### src/include/tfh_map.svh
`ifndef TFH_MAP_SVH
`define TFH_MAP_SVH

// ****************************************************************
// Host task-file addresses (device address lines)
// ****************************************************************
`define TFH_HA_DATA      3'h0
`define TFH_HA_ERR_FEAT  3'h1
`define TFH_HA_CAUSE     3'h2
`define TFH_HA_TAG       3'h3
`define TFH_HA_BCL       3'h4
`define TFH_HA_BCH       3'h5
`define TFH_HA_STAT_CMD  3'h7

// ****************************************************************
// Firmware register offsets
// ****************************************************************
`define TFH_FW_QUEUE     8'h00
`define TFH_FW_FEAT_ERR  8'h01
`define TFH_FW_SECT_CAUS 8'h02
`define TFH_FW_TAG       8'h03
`define TFH_FW_BCL       8'h04
`define TFH_FW_BCH       8'h05

// ****************************************************************
// Field positions and constants
// ****************************************************************
`define TFH_FEAT_DMA     0
`define TFH_FEAT_OVL     1
`define TFH_CAUSE_COD    0
`define TFH_CAUSE_IO     1
`define TFH_CAUSE_REL    2
`define TFH_CAUSE_MASK   8'h07
`define TFH_ST_BSY       7
`define TFH_ST_DRQ       3
`define TFH_PKT_OPCODE   8'hA0
`define TFH_PKT_WORDS    3'h6
`define TFH_PKT_BYTES    4'hC
`define TFH_FIFO_DEPTH   16
`define TFH_RST_BYTE     8'h00

`endif

### src/include/tfh_pkg.sv
package tfh_pkg;

  // Packet reception progress, one-hot
  typedef enum logic [2:0] {
    TFH_PK_IDLE = 3'b001,
    TFH_PK_RECV = 3'b010,
    TFH_PK_HELD = 3'b100
  } tfh_pk_e;

  // Command phase as seen by the host, one-hot
  typedef enum logic [4:0] {
    TFH_PH_NONE   = 5'b00001,
    TFH_PH_CMD    = 5'b00010,
    TFH_PH_TOHOST = 5'b00100,
    TFH_PH_FRHOST = 5'b01000,
    TFH_PH_STATUS = 5'b10000
  } tfh_phase_e;

  // Host-side pins as they arrive, all asynchronous to core_clk
  typedef struct packed {
    logic        cs0_n;
    logic        cs1_n;
    logic [2:0]  da;
    logic        dior_n;
    logic        diow_n;
    logic [15:0] dd_in;
  } tfh_host_pins_s;

  // Firmware register request, same clock as the block
  typedef struct packed {
    logic       wr;
    logic       rd;
    logic [7:0] addr;
    logic [7:0] wdata;
  } tfh_fw_req_s;

  // Registered state of the task-file block, apart from the queue, pin synchroniser and reset pipe
  typedef struct packed {
    tfh_pk_e     pk;
    tfh_phase_e  phase;
    logic        diow_q;
    logic [15:0] dd_q;
    logic [7:0]  feat;
    logic [7:0]  err;
    logic [7:0]  sect;
    logic [7:0]  cause;
    logic [7:0]  tag;
    logic [7:0]  bcl;
    logic [7:0]  bch;
    logic [7:0]  cmd;
    logic        new_cmd;
    logic        cmd_drq;
    logic [2:0]  words;
    logic [3:0]  rbytes;
    logic        q_hi;
    logic        overlap_ok;
    logic [15:0] dd_out;
    logic        dd_oe;
    logic [7:0]  fw_rdata;
    logic        fw_rvalid;
  } tfh_state_s;

endpackage

### src/hdl/tfh_fifo.sv
`timescale 1ns/100ps
module tfh_fifo #(
  parameter int unsigned WIDTH = 16,
  parameter int unsigned DEPTH = 16
) (
  input  wire logic             clk,
  input  wire logic             rst_n,
  input  wire logic             clear,
  input  wire logic             in_valid,
  output      logic             in_ready,
  input  wire logic [WIDTH-1:0] in_data,
  output      logic             out_valid,
  input  wire logic             out_ready,
  output      logic [WIDTH-1:0] out_data
);

  localparam int unsigned AW = $clog2(DEPTH);

  logic [WIDTH-1:0] mem [DEPTH];
  logic [AW:0]      wptr_r;
  logic [AW:0]      rptr_r;
  logic             push;
  logic             pop;

  // Extra pointer bit tells full from empty
  assign out_valid = (wptr_r != rptr_r);
  assign in_ready  = (wptr_r != {~rptr_r[AW], rptr_r[AW-1:0]});
  assign out_data  = mem[rptr_r[AW-1:0]];
  assign push      = in_valid && in_ready;
  assign pop       = out_valid && out_ready;

  // ****************************************************************
  // Pointers; clear wins so a new packet starts at byte zero
  // ****************************************************************
  always_ff @(posedge clk or negedge rst_n) begin
    if (!rst_n) begin
      wptr_r <= '0;
      rptr_r <= '0;
    end else if (clear) begin
      wptr_r <= '0;
      rptr_r <= '0;
    end else begin
      if (push) begin
        wptr_r <= wptr_r + 1'b1;
      end
      if (pop) begin
        rptr_r <= rptr_r + 1'b1;
      end
    end
  end

  // Storage has no reset; only pointers define content
  always_ff @(posedge clk) begin
    if (push && !clear) begin
      mem[wptr_r[AW-1:0]] <= in_data;
    end
  end

endmodule // tfh_fifo

### src/hdl/tfh_sync.sv
`timescale 1ns/100ps
module tfh_sync #(
  parameter int unsigned      W       = 1,
  parameter logic [W-1:0]     RST_VAL = '0
) (
  input  wire logic           clk,
  input  wire logic           rst_n,
  input  wire logic [W-1:0]   d,
  output      logic [W-1:0]   q
);

  logic [W-1:0] meta_r;

  // ****************************************************************
  // Two-flop synchroniser; meta_r feeds only the second stage
  // ****************************************************************
  always_ff @(posedge clk or negedge rst_n) begin
    if (!rst_n) begin
      meta_r <= RST_VAL;
      q      <= RST_VAL;
    end else begin
      meta_r <= d;
      q      <= meta_r;
    end
  end

endmodule // tfh_sync

### src/hdl/tfh_task_file.sv
// Summary of operation
// Packet opcode arms reception of twelve bytes
// Firmware reads queue twelve times in order
// Overlap bit lets device release bus early
// Release bit reports early bus release
// Features bit 0 selects DMA or PIO
// Firmware picks exact host transfer mode
// Firmware loads error flags and sense key
// Error register: sense key, four flags
// Sector count reserved in ATAPI mode
// Direction, request, command bit encode phase
// Direction bit one means device to host
// Command bit set in command, status phases
// Tag register reserved in ATAPI mode
// Byte count pair gives per-request limit
// Host writes other than data ignored while busy or requesting
// Busy makes every address read status
// New packet clears queue pointers
`timescale 1ns/100ps
`include "tfh_map.svh"
module tfh_task_file #(
  parameter int unsigned FIFO_DEPTH = `TFH_FIFO_DEPTH
) (
  input  wire logic                    core_clk,
  input  wire logic                    arst_n,
  input  wire tfh_pkg::tfh_host_pins_s host_pins,
  output      logic [15:0]             dd_out,
  output      logic                    dd_oe,
  input  wire tfh_pkg::tfh_fw_req_s    fw_req,
  output      logic [7:0]              fw_rdata,
  output      logic                    fw_rvalid,
  input  wire logic [7:0]              status_img,
  input  wire logic                    atapi_mode,
  output      logic                    dma_select,
  output      logic                    overlap_ok,
  output      logic                    release_flag,
  output      tfh_pkg::tfh_phase_e     phase,
  output      logic [15:0]             byte_limit,
  output      logic                    packet_ready,
  output      logic                    cmd_request,
  output      logic                    new_cmd,
  output      logic [7:0]              host_cmd
);
  import tfh_pkg::*;

  // ****************************************************************
  // Reset release and host pin synchronisation
  // ****************************************************************
  logic [1:0]     rst_pipe_r;
  logic           rst_n;
  tfh_host_pins_s hp;
  tfh_state_s     st_r;
  tfh_state_s     st_nxt;
  logic           fifo_push;
  logic           fifo_pop;
  logic           fifo_clear;
  logic           fifo_in_ready;
  logic           fifo_out_valid;
  logic [15:0]    fifo_out_data;

  // Reset asserts at once, releases two clocks later
  always_ff @(posedge core_clk or negedge arst_n) begin
    if (!arst_n) begin
      rst_pipe_r <= 2'h0;
    end else begin
      rst_pipe_r <= {rst_pipe_r[0], 1'b1};
    end
  end
  assign rst_n = rst_pipe_r[1];

  // Strobes idle high, so reset them high to avoid a false edge
  tfh_sync #(
    .W       ($bits(tfh_host_pins_s)),
    .RST_VAL ({$bits(tfh_host_pins_s){1'b1}})
  ) u_pin_sync (
    .clk   (core_clk),
    .rst_n (rst_n),
    .d     (host_pins),
    .q     (hp)
  );

  // ****************************************************************
  // Packet queue, one host word per entry
  // ****************************************************************
  tfh_fifo #(
    .WIDTH (16),
    .DEPTH (FIFO_DEPTH)
  ) u_queue (
    .clk       (core_clk),
    .rst_n     (rst_n),
    .clear     (fifo_clear),
    .in_valid  (fifo_push),
    .in_ready  (fifo_in_ready),
    .in_data   (st_r.dd_q),
    .out_valid (fifo_out_valid),
    .out_ready (fifo_pop),
    .out_data  (fifo_out_data)
  );

  // Phase from direction, data request and command bit
  function automatic tfh_phase_e phase_of(input logic io, input logic drq, input logic command_or_payload);
    unique case ({io, drq, command_or_payload})
      3'b011:  phase_of = TFH_PH_CMD;
      3'b110:  phase_of = TFH_PH_TOHOST;
      3'b010:  phase_of = TFH_PH_FRHOST;
      3'b101:  phase_of = TFH_PH_STATUS;
      default: phase_of = TFH_PH_NONE;
    endcase
  endfunction

  // ****************************************************************
  // Next-state logic: host pins, firmware port, packet tracking
  // ****************************************************************
  always_comb begin
    logic       sel;
    logic       hwr;
    logic       owned;
    logic       busy;
    logic [7:0] hval;
    sel        = !hp.cs0_n && hp.cs1_n;
    hwr        = sel && !st_r.diow_q && hp.diow_n;
    busy       = status_img[`TFH_ST_BSY];
    owned      = busy || status_img[`TFH_ST_DRQ] || st_r.cmd_drq;
    hval       = st_r.dd_q[7:0];
    st_nxt     = st_r;
    fifo_push  = 1'b0;
    fifo_pop   = 1'b0;
    fifo_clear = 1'b0;
    st_nxt.new_cmd   = 1'b0;
    st_nxt.fw_rvalid = fw_req.rd;
    st_nxt.diow_q    = hp.diow_n;
    // Data is taken from the sample before the strobe's rising edge
    if (!hp.diow_n) begin
      st_nxt.dd_q = hp.dd_in;
    end

    // Host write, decoded at the end of the write strobe
    if (hwr) begin
      if (hp.da == `TFH_HA_DATA) begin
        // Full queue refuses the word; ready stalls the count too
        if (st_r.pk == TFH_PK_RECV && fifo_in_ready) begin
          fifo_push    = 1'b1;
          st_nxt.words = st_r.words + 3'h1;
          if (st_r.words == `TFH_PKT_WORDS - 3'h1) begin
            st_nxt.pk      = TFH_PK_HELD;
            st_nxt.cmd_drq = 1'b0;
          end
        end
      end else if (!owned) begin
        unique case (hp.da)
          `TFH_HA_ERR_FEAT: st_nxt.feat = hval;
          `TFH_HA_CAUSE:    if (!atapi_mode) st_nxt.sect = hval;
          `TFH_HA_TAG:      if (!atapi_mode) st_nxt.tag = hval;
          `TFH_HA_BCL:      st_nxt.bcl = hval;
          `TFH_HA_BCH:      st_nxt.bch = hval;
          `TFH_HA_STAT_CMD: begin
            st_nxt.cmd     = hval;
            st_nxt.new_cmd = 1'b1;
            if (hval == `TFH_PKT_OPCODE) begin
              fifo_clear        = 1'b1;
              st_nxt.pk         = TFH_PK_RECV;
              st_nxt.cmd_drq    = 1'b1;
              st_nxt.words      = 3'h0;
              st_nxt.rbytes     = 4'h0;
              st_nxt.q_hi       = 1'b0;
              st_nxt.overlap_ok = st_r.feat[`TFH_FEAT_OVL];
              st_nxt.cause      = 8'h00;
              st_nxt.cause[`TFH_CAUSE_COD] = 1'b1;
              st_nxt.cause[`TFH_CAUSE_IO]  = 1'b0;
            end
          end
          default: ;
        endcase
      end
    end

    // Firmware writes land after host writes, so firmware wins a tie
    if (fw_req.wr) begin
      unique case (fw_req.addr)
        `TFH_FW_FEAT_ERR:  st_nxt.err = fw_req.wdata;
        `TFH_FW_SECT_CAUS: st_nxt.cause = fw_req.wdata & `TFH_CAUSE_MASK;
        `TFH_FW_TAG:       st_nxt.tag = fw_req.wdata;
        `TFH_FW_BCL:       st_nxt.bcl = fw_req.wdata;
        `TFH_FW_BCH:       st_nxt.bch = fw_req.wdata;
        default: ;
      endcase
    end

    // Firmware reads; queue gives low byte then high byte of each word
    st_nxt.fw_rdata = 8'h00;
    if (fw_req.rd) begin
      unique case (fw_req.addr)
        `TFH_FW_QUEUE: begin
          if (fifo_out_valid) begin
            st_nxt.fw_rdata = st_r.q_hi ? fifo_out_data[15:8] : fifo_out_data[7:0];
            st_nxt.q_hi     = !st_r.q_hi;
            fifo_pop        = st_r.q_hi;
            st_nxt.rbytes   = st_r.rbytes + 4'h1;
            if (st_r.pk == TFH_PK_HELD && st_r.rbytes == `TFH_PKT_BYTES - 4'h1) begin
              st_nxt.pk = TFH_PK_IDLE;
            end
          end
        end
        `TFH_FW_FEAT_ERR:  st_nxt.fw_rdata = st_r.feat;
        `TFH_FW_SECT_CAUS: st_nxt.fw_rdata = st_r.sect;
        `TFH_FW_TAG:       st_nxt.fw_rdata = st_r.tag;
        `TFH_FW_BCL:       st_nxt.fw_rdata = st_r.bcl;
        `TFH_FW_BCH:       st_nxt.fw_rdata = st_r.bch;
        default:           st_nxt.fw_rdata = 8'h00;
      endcase
    end

    // Host read data; busy hides the whole file behind status
    st_nxt.dd_oe  = sel && !hp.dior_n;
    st_nxt.dd_out = 16'h0000;
    if (busy) begin
      st_nxt.dd_out[7:0] = status_img;
    end else begin
      unique case (hp.da)
        `TFH_HA_ERR_FEAT: st_nxt.dd_out[7:0] = st_r.err;
        `TFH_HA_CAUSE:    st_nxt.dd_out[7:0] = atapi_mode ? st_r.cause : st_r.sect;
        `TFH_HA_TAG:      st_nxt.dd_out[7:0] = atapi_mode ? 8'h00 : st_r.tag;
        `TFH_HA_BCL:      st_nxt.dd_out[7:0] = st_r.bcl;
        `TFH_HA_BCH:      st_nxt.dd_out[7:0] = st_r.bch;
        `TFH_HA_STAT_CMD: st_nxt.dd_out[7:0] = status_img;
        default:          st_nxt.dd_out = 16'h0000;
      endcase
    end

    st_nxt.phase = phase_of(st_r.cause[`TFH_CAUSE_IO],
                            status_img[`TFH_ST_DRQ] || st_r.cmd_drq,
                            st_r.cause[`TFH_CAUSE_COD]);
  end

  // ****************************************************************
  // State register
  // ****************************************************************
  always_ff @(posedge core_clk or negedge rst_n) begin
    if (!rst_n) begin
      st_r            <= '0;
      st_r.pk         <= TFH_PK_IDLE;
      st_r.phase      <= TFH_PH_NONE;
      st_r.diow_q     <= 1'b1;
      st_r.dd_q       <= 16'h0000;
      st_r.feat       <= `TFH_RST_BYTE;
      st_r.err        <= `TFH_RST_BYTE;
    end else begin
      st_r <= st_nxt;
    end
  end

  // Outputs come straight from the state register
  assign dd_out       = st_r.dd_out;
  assign dd_oe        = st_r.dd_oe;
  assign fw_rdata     = st_r.fw_rdata;
  assign fw_rvalid    = st_r.fw_rvalid;
  assign dma_select   = st_r.feat[`TFH_FEAT_DMA];
  assign overlap_ok   = st_r.overlap_ok;
  assign release_flag = st_r.cause[`TFH_CAUSE_REL];
  assign phase        = st_r.phase;
  assign byte_limit   = {st_r.bch, st_r.bcl};
  assign packet_ready = st_r.pk[2];                   // One-hot bit of the held state, no gate
  assign cmd_request  = st_r.cmd_drq;
  assign new_cmd      = st_r.new_cmd;
  assign host_cmd     = st_r.cmd;

  logic hwr_a;
  logic owned_a;
  assign hwr_a   = !hp.cs0_n && hp.cs1_n && !st_r.diow_q && hp.diow_n;
  assign owned_a = status_img[`TFH_ST_BSY] || status_img[`TFH_ST_DRQ] || st_r.cmd_drq;
endmodule // tfh_task_file

### config.mk
export PLATFORM = sky130hd
export DESIGN_NAME = tfh_task_file
export DESIGN_NICKNAME = d
export VERILOG_FILES = /design/src/include/tfh_pkg.sv /design/src/hdl/tfh_fifo.sv /design/src/hdl/tfh_sync.sv /design/src/hdl/tfh_task_file.sv
export VERILOG_INCLUDE_DIRS = /design/src /design/src/include
export SDC_FILE = /design/constraint.sdc
export NUM_CORES = 1
export LEC_CHECK = 0
export BUFFER_PORTS_ARGS = -buffer_cell sky130_fd_sc_hd__buf_2
export CORE_UTILIZATION = 55
export DETAILED_ROUTE_END_ITERATION = 10
export GPL_ROUTABILITY_DRIVEN = 0
export PLACE_DENSITY = 0.83
export SLEW_MARGIN = 0
export SYNTH_ARGS = -nofsm -noshare
export SYNTH_HDL_FRONTEND = slang
export SYNTH_HIERARCHICAL = 1
export SYNTH_SLANG_ARGS = --single-unit
export TNS_END_PERCENT = 30
### constraint.sdc
create_clock -name core_clk -period 8.5 [get_ports core_clk]
set_input_delay 1.275 -clock core_clk [delete_from_list [all_inputs] [get_ports core_clk]]
set_output_delay 1.275 -clock core_clk [all_outputs]
set_load 0.05 [all_outputs]
==> run metrics <==
run status=finished, final reports clean; drt via density=6.30; routed wl met2=20900 microns; Overall Power=between 4 and 5 mW; worst clock skew=0.0239 ns; Routed WL=42900 microns; Final Critical Period=4.29 ns; Gate power share=0.046; CTS clock-pin slew for the worst setup and hold paths=approximately 0.060 ns; ys async rst share=0.407; Slew HR=0.0938; vias in the first global route=between 10k and 15k; CTS tree=done; Syn Inst Count=1168; worst setup path startpoint=u_queue/rptr_r[3]; vias=between 10k and 15k; DR WL met3=roughly 4700 microns; final hold slack=0.209 ns; DRC viols=0; die area=roughly 33000 sq um; crit-path max FO=35; fin crit share=0.504; count of standard-cell rows=65; layout cell share with drive strength beyond 1=0.287; Final TNS setup=0 ns; Filler cells=2209; Top Metal Used=met4; Post-DRT Antenna Nets=0; setup ws final=4.21 ns; Synth top area share=0.428; Syn. warnings=6; slowest CP cell=nor3_2; FF-to-FF End=u_queue/mem[7][0]; synthesis-to-layout area growth=11.0%; RSZ-0062 raised after global routing=false; Post-Syn Area=18000 sq um; Resized Gates After CTS=0; core region area=31900 sq um; root buffer cell=clkbuf_16; Reg area=12200 sq um; Flop pwr share=0.540; HP Class=flop to asynchronous set/reset pin; Port Buf Inserts=104; area of the multi-input gates=a little over 5000 sq um; flops & latches, synth=432; CP Cell Sequence=xnor2_1, and4_4, nand2b_1, nor4bb_1, and3_1, o21ai_2, nor3_2; Synth cell types=just under 70; register area share after synthesis=0.676; first-pass iteration count of the detailed router=6; top_reg_cell synth=edfxtp_1; end of the critical path=u_queue/mem[7][0]; fin nets=between 1k and 1.5k; H-tree depth=2; EDFF count, synth=256; crit path kind=flop to flop; quantity of hold-fixing buffers added after cts=0; Die W=183 microns; Congestion Overflow GR=0; Crit Reg-Reg Startpoint=u_queue/rptr_r[3]; peak supply drop=roughly 0.00021 V; initial antenna violation count=0; R2R Setup Slk=between 4 and 5 ns; Setup Fix Bufs, Post-CTS=0; worst reg-to-reg path cell count=7; P per Cell Area=between 200 and 250 nW/um^2; Hold Vio Cnt, Final=0; clk buf depth=3; DP Wirelength=roughly 27000 microns; WL per Instance=~25 microns; Max-cap violations=0; DRT iter0 DRCs=1397; Slew Limit Fails=0; final antenna diode count=0; all-layer global routing usage=0.262; Setup crit start kind=flop; clk sinks=about 430; sw frac=0.221; final setup vio count=0; first-pass GRT wire length=64400 microns; P_int=approximately 3.4 mW; Die Y-Extent=~180 microns; largest net degree at the start of global routing=84; crit path DAT=4.43 ns; Max stage delay on crit path=1.12 ns; M1 wire length=15700 microns; Starting Density=0.564; syn_area_per_cell=15.4 sq um; P_leak=about 7.7 nW; CP Capture Type=flop; Psw=a little under 1 mW; clock power share=0.414; Worst Path Required=8.65 ns; top cells by area, synth=edfxtp_1 (43%), dfrtp_1 (18%), dfstp_2 (7.2%), mux2i_1 (6.0%), mux4_2 (4.0%); Slew @ Worst Pin=1.35 ns; largest area contributor in the netlist=edfxtp_1; insertion delay to the later sink of the worst-skew pair=about 0.54 ns; TritonCTS Buffers=42; Place WS=roughly 4.2 ns; io pins=113; maximum clock rate=between 200 and 250 MHz
## cell usage in the layout (no fill, tap or decap), types with 12 or more instances in the layout
master,n
a21oi_1,60
a221oi_1,20
a22oi_1,18
buf_2,104
buf_4,21
clkbuf_16,43
dfrtp_1,125
dfstp_2,49
edfxtp_1,256
inv_1,14
mux2_2,53
mux2_4,16
mux2i_1,107
mux4_2,32
nand2_1,41
nand3_1,12
nor2_1,59
o21ai_0,42
o22ai_1,16
## critical path: cells and delay by family (launching register included)
kind | cells | cell delay [ns]
simple gates | 5 | 2.29
flops | 1 | 1.09
compound gates | 1 | 0.28
xor+xnor | 1 | 0.23
## layer usage
| layer | GRT usage | vias up |
|---|---|---|
| li1 | - | 4505 |
| met1 | 0.347 | 5368 |
| met2 | 0.425 | 723 |
| met3 | 0.0618 | 127 |
| met4 | 0.102 | 0 |
| met5 | 0 | - |
## stage by stage
step,utilization,instance area (sq um),instances
global placement,0.583,18600,1625
detailed placement,0.583,18600,1625
floorplan,-,18000,1175
CTS,0.625,19900,1701
global route,0.626,19900,1702
finish,0.626,19900,1702
## area by class of cell
cell class                 instances  share of cell area
multi-input combinational        619               0.258
inverter                          14             0.00263
tap                              435              0.0273
timing repair buffer             126              0.0346
clock buffer                      60              0.0602
sequential                       432               0.610
clock inverter                    16             0.00747
## cells by family (layout without fill, tap and decap cells)
group | Yosys count | after routing | synth area share
AO/OA/AOI/OAI | 186 | 186 | 0.0657
buffers and inverters | 124 | 216 | 0.0413
other | 2 | 9 | 0.000418
AND/OR/NAND/NOR | 194 | 194 | 0.0561
flip-flops | 432 | 432 | 0.676
XOR/XNOR | 13 | 13 | 0.00676
adder cells (fa/ha/maj) | 8 | 8 | 0.00557
multiplexers | 209 | 209 | 0.148
## Yosys cell counts, types with 3 or more instances
library cell / number
a221oi_1: 20
nor2_1: 60
buf_2: 17
o21ai_0: 42
xor2_1: 3
clkbuf_1: 26
nor3b_1: 5
nor4_1: 3
ha_1: 8
xnor2_1: 9
nand3b_1: 3
nand3_1: 12
dfstp_2: 49
edfxtp_1: 256
nand4_1: 5
inv_1: 14
a22o_1: 6
a21oi_1: 60
and3_1: 8
nand2b_1: 10
nor2b_1: 7
mux2_4: 16
nand2_1: 41
buf_4: 64
mux2i_1: 107
mux4_2: 32
o211ai_1: 3
dfrtp_1: 127
a22oi_1: 18
mux2_2: 53
nor3_1: 16
or3_1: 5
o22ai_1: 16
## sequential cells by signal, indices dropped and copies added, names as in the netlist, 8 cells and up
signal,flops
u_pin_sync/q,23
byte_limit,16
host_cmd,8
u_queue/mem,256
fw_rdata,8
u_pin_sync/meta_r,23
st_r,65
dd_out,8
## how the worst min path moves through the flow
stage / endpoint / depth (start not counted)
floorplan: rst_pipe_r[1] / 0
detailed placement: dd_oe / 0
global placement: dd_oe / 0
CTS: dd_oe / 0
global route: byte_limit[6] / 0
finish: dd_oe / 0
## power by group through the flow
| stage | registers, mW | logic [mW] | clock network (mW) |
|---|---|---|---|
| after global routing | 2.36 | 0.213 | 1.91 |
| after CTS | 2.35 | 0.200 | 1.83 |
| after global placement | 2.39 | 0.193 | 0 |
| final | 2.36 | 0.202 | 1.81 |
| after floorplan | 2.38 | 0.127 | 0 |
| after detailed placement | 2.40 | 0.198 | 0 |
(Power assumes the default switching activity.)
